`config.mk`:
```
export PLATFORM = sky130hd
export DESIGN_NAME = bcr_rtc
export DESIGN_NICKNAME = d
export VERILOG_FILES = /design/src/design/bcr_pkg.sv /design/src/design/bcr_rtc.sv
export SDC_FILE = /design/constraint.sdc
export NUM_CORES = 1
export LEC_CHECK = 0
export BUFFER_PORTS_ARGS = -buffer_cell sky130_fd_sc_hd__buf_2
export CAP_MARGIN = 25
export CORE_ASPECT_RATIO = 1.75
export CORE_UTILIZATION = 57
export CTS_CLUSTER_SIZE = 30
export DETAILED_ROUTE_END_ITERATION = 12
export GPL_TIMING_DRIVEN = 0
export PLACE_DENSITY = 0.87
export SYNTH_ARGS = -nofsm -noshare
export SYNTH_HDL_FRONTEND = slang
export SYNTH_SLANG_ARGS = --single-unit
```
`constraint.sdc`:
```
create_clock -name mclk -period 8.36 [get_ports mclk]
set_clock_uncertainty 0.1 [all_clocks]
set_input_delay 0 -clock mclk [delete_from_list [all_inputs] [get_ports mclk]]
set_output_delay 0 -clock mclk [all_outputs]
set_load 0.02 [all_outputs]
```
`src/design/bcr_pkg.sv`:
```
// Shared constants and types of the BCD calendar clock with alarm and wakeup timer.
// Assumes a single system clock domain; the oscillator arrives as an unsynchronised pin level.
package bcr_pkg;

  localparam int unsigned OSC_FREQ_HZ   = 32768;
  localparam int unsigned PRESC_W       = 15;
  localparam int unsigned WAKE_RELOAD_W = 16;
  localparam int unsigned WAKE_CNT_W    = WAKE_RELOAD_W + 1;

  localparam logic [7:0] RST_SEC   = 8'h00;
  localparam logic [7:0] RST_MIN   = 8'h00;
  localparam logic [7:0] RST_HOUR  = 8'h00;
  localparam logic [7:0] RST_DATE  = 8'h01;
  localparam logic [7:0] RST_MONTH = 8'h21;
  localparam logic [7:0] RST_YEAR  = 8'h00;

  localparam int unsigned HOUR_PM_BIT = 6;
  localparam int unsigned WDAY_LSB    = 5;
  localparam int unsigned WDAY_MSB    = 7;
  localparam int unsigned MONTH_MSB   = 4;

  localparam logic [2:0] WSEL_DIV16   = 3'h0;
  localparam logic [2:0] WSEL_DIV8    = 3'h1;
  localparam logic [2:0] WSEL_DIV4    = 3'h2;
  localparam logic [2:0] WSEL_DIV2    = 3'h3;
  localparam logic [2:0] WSEL_1HZ     = 3'h4;
  localparam logic [2:0] WSEL_1HZ_EXT = 3'h6;

  localparam int unsigned MSK_SEC   = 0;
  localparam int unsigned MSK_MIN   = 1;
  localparam int unsigned MSK_HOUR  = 2;
  localparam int unsigned MSK_DAY   = 3;
  localparam int unsigned MSK_MONTH = 4;

  // Six BCD bytes; hour bit 6 is the PM flag, month byte bits 7:5 hold the weekday.
  typedef struct packed {
    logic [7:0] year;
    logic [7:0] wday_month;
    logic [7:0] date;
    logic [7:0] hour;
    logic [7:0] min;
    logic [7:0] sec;
  } bcr_time_s;

  typedef struct packed {
    logic       enable;
    logic [4:0] mask;
    logic       use_wday;
    bcr_time_s  match;
  } bcr_alarm_s;

  typedef struct packed {
    logic       alarm;
    logic       wakeup;
    logic       tamper;
  } bcr_flags_s;

endpackage

```
`src/design/bcr_rtc.sv`:
```
// BCD calendar clock with calendar alarm, periodic wakeup timer and tamper event.
// Assumes one system clock mclk; the low-speed oscillator and tamper pins are asynchronous levels.
// Overview of operation
// - Calendar time is kept in BCD in six byte-wide fields.
// - Hours count in 12-hour or 24-hour form, selected by an input, always BCD.
// - Date rolls after the month's true last day, leap years included.
// - Alarm and periodic wakeup events each raise a halt-exit request.
// - Oscillator divided by two gives 61 us steps, 61 us to 4 s.
// - One-second wakeup steps with extended count reach about 36 hours.
// - Alarm matches unmasked calendar fields, repeating every second up to yearly.
// - Alarm, wakeup and tamper share one interrupt that exits halt and wait modes.
`timescale 1ns/1ps
`default_nettype none

module bcr_rtc
#(
  parameter int unsigned PRESC_DIV = bcr_pkg::OSC_FREQ_HZ
)
(
  input  wire logic                                  mclk,
  input  wire logic                                  rst,
  input  wire logic                                  low_speed_external_osc,
  input  wire logic                                  tamper_pin,
  input  wire logic                                  hour_12h,
  input  wire logic                                  time_load,
  input  wire bcr_pkg::bcr_time_s                    time_in,
  input  wire bcr_pkg::bcr_alarm_s                   alarm_cfg,
  input  wire logic                                  wake_en,
  input  wire logic [2:0]                            wake_sel,
  input  wire logic [bcr_pkg::WAKE_RELOAD_W-1:0]     wake_reload,
  input  wire logic                                  tamper_en,
  input  wire bcr_pkg::bcr_flags_s                   flag_clr,
  output var  bcr_pkg::bcr_time_s                    time_r,
  output var  bcr_pkg::bcr_flags_s                   flags_r,
  output var  logic                                  sec_pulse_r,
  output var  logic                                  irq_r
);
  import bcr_pkg::*;

  function automatic logic [7:0] bcd_inc(input logic [7:0] v);
    bcd_inc = (v[3:0] == 4'h9) ? {v[7:4] + 4'h1, 4'h0} : {v[7:4], v[3:0] + 4'h1};
  endfunction

  function automatic logic [7:0] last_day(input logic [4:0] m, input logic [7:0] y);
    logic leap;
    leap = y[4] ? (y[3:0] == 4'h2 || y[3:0] == 4'h6) : (y[3:0] == 4'h0 || y[3:0] == 4'h4 || y[3:0] == 4'h8);
    if (m == 5'h02)
    begin
      last_day = leap ? 8'h29 : 8'h28;
    end
    else if (m == 5'h04 || m == 5'h06 || m == 5'h09 || m == 5'h11)
    begin
      last_day = 8'h30;
    end
    else
    begin
      last_day = 8'h31;
    end
  endfunction

  logic [1:0]               osc_sync_r;
  logic [1:0]               tmp_sync_r;
  logic                     osc_prev_r;
  logic                     tmp_prev_r;
  logic [PRESC_W-1:0]       presc_r;
  logic [PRESC_W-1:0]       presc_nxt;
  logic [3:0]               wdiv_r;
  logic [3:0]               wdiv_nxt;
  logic [WAKE_CNT_W-1:0]    wcnt_r;
  logic [WAKE_CNT_W-1:0]    wcnt_nxt;
  logic                     sec_upd_r;
  logic                     sec_upd_nxt;
  bcr_time_s                time_nxt;
  bcr_flags_s               flags_nxt;
  logic                     irq_nxt;
  logic                     osc_tick;
  logic                     sec_tick;
  logic                     wake_tick;
  logic                     alarm_hit;
  logic [WAKE_CNT_W-1:0]    wake_load;

  // Oscillator and tamper pins pass two flops before any edge detection.
  always_ff @(posedge mclk)
  begin
    if (rst)
    begin
      osc_sync_r <= 2'h0;
      tmp_sync_r <= 2'h0;
      osc_prev_r <= 1'b0;
      tmp_prev_r <= 1'b0;
    end
    else
    begin
      osc_sync_r <= {osc_sync_r[0], low_speed_external_osc};
      tmp_sync_r <= {tmp_sync_r[0], tamper_pin};
      osc_prev_r <= osc_sync_r[1];
      tmp_prev_r <= tmp_sync_r[1];
    end
  end

  always_comb
  begin
    logic [7:0] h;
    logic       pm;
    logic       c_min;
    logic       c_hour;
    logic       c_day;
    logic       c_mon;
    logic       c_year;
    logic [4:0] mon;
    logic [2:0] wd;
    h      = {2'h0, time_r.hour[5:0]};
    pm     = time_r.hour[HOUR_PM_BIT];
    c_min  = 1'b0;
    c_hour = 1'b0;
    c_day  = 1'b0;
    c_mon  = 1'b0;
    c_year = 1'b0;
    mon    = time_r.wday_month[MONTH_MSB:0];
    wd     = time_r.wday_month[WDAY_MSB:WDAY_LSB];

    osc_tick = osc_sync_r[1] & ~osc_prev_r;
    presc_nxt = presc_r;
    sec_tick  = 1'b0;
    if (time_load)
    begin
      presc_nxt = '0;
    end
    else if (osc_tick)
    begin
      if (presc_r == PRESC_W'(PRESC_DIV - 1))
      begin
        presc_nxt = '0;
        sec_tick  = 1'b1;
      end
      else
      begin
        presc_nxt = presc_r + PRESC_W'(1);
      end
    end

    time_nxt = time_r;
    if (time_load)
    begin
      time_nxt = time_in;
    end
    else if (sec_tick)
    begin
      if (time_r.sec == 8'h59)
      begin
        time_nxt.sec = 8'h00;
        c_min        = 1'b1;
      end
      else
      begin
        time_nxt.sec = bcd_inc(time_r.sec);
      end
      if (c_min)
      begin
        if (time_r.min == 8'h59)
        begin
          time_nxt.min = 8'h00;
          c_hour       = 1'b1;
        end
        else
        begin
          time_nxt.min = bcd_inc(time_r.min);
        end
      end
      if (c_hour)
      begin
        if (hour_12h)
        begin
          if (h == 8'h12)
          begin
            h = 8'h01;
          end
          else if (h == 8'h11)
          begin
            h     = 8'h12;
            c_day = pm;
            pm    = ~pm;
          end
          else
          begin
            h = bcd_inc(h);
          end
        end
        else if (h == 8'h23)
        begin
          h     = 8'h00;
          c_day = 1'b1;
          pm    = 1'b0;
        end
        else
        begin
          h = bcd_inc(h);
        end
        time_nxt.hour = {1'b0, pm, h[5:0]};
      end
      if (c_day)
      begin
        wd = (wd == 3'h7) ? 3'h1 : wd + 3'h1;
        if (time_r.date == last_day(mon, time_r.year))
        begin
          time_nxt.date = 8'h01;
          c_mon         = 1'b1;
        end
        else
        begin
          time_nxt.date = bcd_inc(time_r.date);
        end
      end
      if (c_mon)
      begin
        if (mon == 5'h12)
        begin
          mon    = 5'h01;
          c_year = 1'b1;
        end
        else
        begin
          mon = 5'(bcd_inc({3'h0, mon}));
        end
      end
      time_nxt.wday_month = {wd, mon};
      if (c_year)
      begin
        time_nxt.year = (time_r.year == 8'h99) ? 8'h00 : bcd_inc(time_r.year);
      end
    end
    sec_upd_nxt = sec_tick;
  end

  // Matching is done on the freshly updated time, so each second is judged exactly once.
  always_comb
  begin
    alarm_hit = alarm_cfg.enable & sec_upd_r;
    if (!alarm_cfg.mask[MSK_SEC] && time_r.sec != alarm_cfg.match.sec)
    begin
      alarm_hit = 1'b0;
    end
    if (!alarm_cfg.mask[MSK_MIN] && time_r.min != alarm_cfg.match.min)
    begin
      alarm_hit = 1'b0;
    end
    if (!alarm_cfg.mask[MSK_HOUR] && time_r.hour[6:0] != alarm_cfg.match.hour[6:0])
    begin
      alarm_hit = 1'b0;
    end
    if (!alarm_cfg.mask[MSK_DAY])
    begin
      if (alarm_cfg.use_wday)
      begin
        if (time_r.wday_month[WDAY_MSB:WDAY_LSB] != alarm_cfg.match.wday_month[WDAY_MSB:WDAY_LSB])
        begin
          alarm_hit = 1'b0;
        end
      end
      else if (time_r.date != alarm_cfg.match.date)
      begin
        alarm_hit = 1'b0;
      end
    end
    if (!alarm_cfg.mask[MSK_MONTH]
        && time_r.wday_month[MONTH_MSB:0] != alarm_cfg.match.wday_month[MONTH_MSB:0])
    begin
      alarm_hit = 1'b0;
    end
  end

  // The wakeup counter reloads on expiry; a reload of N gives a period of N+1 steps.
  always_comb
  begin
    wdiv_nxt  = osc_tick ? wdiv_r + 4'h1 : wdiv_r;
    wake_load = {(wake_sel == WSEL_1HZ_EXT || wake_sel == 3'h7), wake_reload};
    if (wake_sel == WSEL_DIV16)
    begin
      wake_tick = osc_tick & (wdiv_r == 4'hf);
    end
    else if (wake_sel == WSEL_DIV8)
    begin
      wake_tick = osc_tick & (wdiv_r[2:0] == 3'h7);
    end
    else if (wake_sel == WSEL_DIV4)
    begin
      wake_tick = osc_tick & (wdiv_r[1:0] == 2'h3);
    end
    else if (wake_sel == WSEL_DIV2)
    begin
      wake_tick = osc_tick & wdiv_r[0];
    end
    else
    begin
      wake_tick = sec_tick;
    end
    wcnt_nxt = wcnt_r;
    if (!wake_en)
    begin
      wcnt_nxt = wake_load;
    end
    else if (wake_tick)
    begin
      wcnt_nxt = (wcnt_r == '0) ? wake_load : wcnt_r - WAKE_CNT_W'(1);
    end

    // A new event in the clearing cycle keeps its flag set.
    flags_nxt.alarm  = alarm_hit | (flags_r.alarm & ~flag_clr.alarm);
    flags_nxt.wakeup = (wake_en & wake_tick & (wcnt_r == '0))
                       | (flags_r.wakeup & ~flag_clr.wakeup);
    flags_nxt.tamper = (tamper_en & tmp_sync_r[1] & ~tmp_prev_r)
                       | (flags_r.tamper & ~flag_clr.tamper);
    irq_nxt = flags_nxt.alarm | flags_nxt.wakeup | flags_nxt.tamper;
  end

  always_ff @(posedge mclk)
  begin
    if (rst)
    begin
      presc_r     <= '0;
      wdiv_r      <= 4'h0;
      wcnt_r      <= '0;
      sec_upd_r   <= 1'b0;
      sec_pulse_r <= 1'b0;
      time_r      <= '{year: RST_YEAR, wday_month: RST_MONTH, date: RST_DATE,
                       hour: RST_HOUR, min: RST_MIN, sec: RST_SEC};
      flags_r     <= '0;
      irq_r       <= 1'b0;
    end
    else
    begin
      presc_r     <= presc_nxt;
      wdiv_r      <= wdiv_nxt;
      wcnt_r      <= wcnt_nxt;
      sec_upd_r   <= sec_upd_nxt;
      sec_pulse_r <= sec_upd_nxt;
      time_r      <= time_nxt;
      flags_r     <= flags_nxt;
      irq_r       <= irq_nxt;
    end
  end

endmodule

`default_nettype wire

```
==> reports/qor.csv <==
stage,metric,value,unit
outcome,status,"finished, final reports clean",
layout,nNetsFinal,1200,
drt,routed_wl,22.47,mm
worst_setup_path,crit_type,reg -> reg,
drt,drtIter0Drc,613,
worst_setup_path,critical_path.max_fanout,10,
power,power.internal,0.8506,mW
cts,hold_buffers,70,
yosys,synth_ff_type,dfxtp_1,
drt,drc,0,
timing,maxSlewHeadroom,0.3880,
min_path,min_path_cells,5,
global_route,grtUsageTotal,0.4003,
global_route,grt_max_degree,16,
layout,final_cell_mix,"buf_2 (179), dfxtp_1 (95), nor2_1 (80)",
global_route,grt-ovfl-total,0,
global_route,antenna_found_initial,1,
floorplan,fp.dieW,80.93,µm
cts,cts_resized,0,
floorplan,start_util,0.5842,
timing,period_share,0.4229,
global_route,grt_first_pass_wirelength,34.82,mm
floorplan,fp.coreArea,10640,µm²
layout,mostFrequentLayoutCell,buf_2,
yosys,ys_ff_latch,95,
cts,clock-sinks,95,
floorplan,die_area,11340,µm²
cts,numCtsBuffers,9,
layout,final_core_util,0.7768,
cts,cts_tree,built,
yosys,ys_warn_count,0,
yosys,yosys.cell_types.count,77,
place,dpl.hpwl,15.08,mm
global_route,first_global_vias,7384,
timing,slew_viol_final,0,
timing,period_minus_slack,3.536,ns
power,p_per_area,149.5,nW/µm²
power,switching_share,0.3115,
timing,worstMarginPinSlew,0.9110,ns
power,p_comb_frac,0.237,
power,finalPower,1.235,mW
layout,syn2layout_area_growth,32.96,%
power,power.switching,0.3849,mW
cts,path_clk_slew,0.06,ns
worst_setup_path,startpoint_type,flop,
floorplan,die_h,140.1,µm
layout,diodes,0,
yosys,syn_inst,790,
drt,drt_first_pass_iters,7,
timing,fmax,282.8,MHz
power,leakage,3.475,nW
yosys,ys_seq_area_frac,0.3061,
drt,ant_nets,0,
power,clockPowerShare,0.350,
place,placed_cell_area,7252,µm²
floorplan,num_io_pins,186,
timing,finalSetupViolCount,0,
power,irDropWorstVdd,0.1255,mV
floorplan,rows,50,
flow_run,maxCapViolations,0,
timing,rsz0062_at_grt,false,
drt,via_count,7547,
timing,fin_tns_setup,0,ns
worst_setup_path,r2r_cells,9,
worst_setup_path,arrival,3.70,ns
cts,clkLatencyLatePin,0.35,ns
place,port_buffers,175,
layout,fin_area,8262,µm²
place,gp_congestion,0.9707,
cts,cts_setup_buffers,0,
yosys,synth_area,6213,µm²
cts,cts_root_buf,clkbuf_16,
power,seq_power_share,0.413,
yosys,synthArstFlopShare,0,
timing,hold_viol,0,
drt,routed_via_density,6.390,
cts,clockBufferDepth,2,
min_path,min_path_type,in -> reg,
yosys,avgSynthCellArea,7.865,µm²
worst_setup_path,endpoint_kind,flop,
layout,drive_gt1_frac,0.2179,
worst_setup_path,cp.required,8.53,ns
drt,drt-wirelength-per-cell,19.03,µm
yosys,synth_nets,944,
yosys,synth_edf_count,0,
cts,h-tree-depth,3,
==> power by group through the flow <==
stage,Sequential (mW),Clock [mW],Combinational (mW)
final,0.511,0.432,0.292
after CTS,0.508,0.431,0.280
after detailed placement,0.518,0,0.253
after global routing,0.513,0.452,0.316
after global placement,0.517,0,0.247
after floorplan,0.527,0,0.146
==> sequential cells by signal, summed over array words and instances (netlist names) <==
register	count
tmp_prev_r	1
tmp_sync_r	2
irq_r	1
osc_prev_r	1
osc_sync_r	2
sec_upd_r	1
flags_r	3
time_r	48
wcnt_r	17
wdiv_r	4
presc_r	15
==> cells in the mapped netlist (7+ instances only) <==
cell	n	share of area
nand2_1	73	0.044
mux2_2	10	0.018
or4_1	7	0.0085
nand2b_1	8	0.0081
nor3_1	30	0.024
inv_1	31	0.019
mux2i_1	7	0.011
xor2_1	41	0.058
dfxtp_1	95	0.31
nor2b_1	14	0.014
xnor2_1	17	0.024
o211ai_1	7	0.0085
nor4_1	16	0.016
o21ai_0	40	0.032
ha_1	21	0.042
nand4_1	15	0.015
nand3_1	26	0.021
nor2_1	80	0.048
or3_1	10	0.010
a211oi_1	14	0.017
a31oi_1	11	0.011
a21oi_1	46	0.037
clkbuf_1	32	0.019
nor3b_1	7	0.0085
==> area by class of cell <==
class	count	area (µm²)
multi-input combinational	619	4005
fill	757	2374
sequential	95	1902
timing repair buffer	245	1577
clock buffer	11	252.7
buffer	45	190.2
tap	130	162.7
inverter	31	116.4
clock inverter	5	56.30
==> final timing paths <==
check | from | to | slack, ns
max | presc_r[0]$_SDFFE_PP0N_ | wcnt_r[11]$_SDFFE_PP0P_ | 4.82
min | alarm_cfg[52] | irq_r$_SDFF_PP0_ | 0.02
max reg2reg | presc_r[0]$_SDFFE_PP0N_ | wcnt_r[11]$_SDFFE_PP0P_ | 4.82
min reg2reg | tmp_sync_r[1]$_SDFF_PP0_ | tmp_prev_r$_SDFF_PP0_ | 0.37
==> cell families (layout without fill, tap and decap cells) <==
| group | after synthesis | in the layout | synth area share |
|---|---|---|---|
| muxes | 17 | 17 | 0.02940 |
| and+or+nand+nor | 335 | 335 | 0.2849 |
| xor gates and xnor gates | 58 | 58 | 0.08175 |
| AOI/OAI and AO/OA | 188 | 188 | 0.2062 |
| adders and majority gates | 21 | 21 | 0.04229 |
| buffers and inverters | 76 | 337 | 0.04933 |
| DFF | 95 | 95 | 0.3061 |
==> metrics by stage <==
stage | instances | setup WS (ns) | hold slack, ns
final | 1181 | 4.824 | 0.02490
after global routing | 1181 | 4.534 | 0.04088
after CTS | 1181 | 5.060 | 0.01407
after detailed placement | 1095 | 5.070 | 0.1258
after global placement | 1095 | 5.125 | 0.1142
after floorplan | 790 | 5.543 | 0.01380
==> worst max-delay path, stage by stage (launching register included) <==
cell      delay (ns)
dfxtp_1         0.39
ha_1            0.22
nand3_1         0.11
or4_1           0.51
clkbuf_1        0.24
o32a_1          0.42
o21ai_0         0.61
clkbuf_1        0.48
o21ai_0         0.18
a21oi_1         0.18
==> metal layers <==
metal  GRT usage  vias to the layer above  wire length, µm
li1            -                     3415                -
met1      0.3974                     3488             7661
met2      0.6997                      491            11740
met3     0.09121                      151             1602
met4      0.2961                        2             1452
met5           0                        -               14
Note: power is estimated with default switching activity, not from simulation.
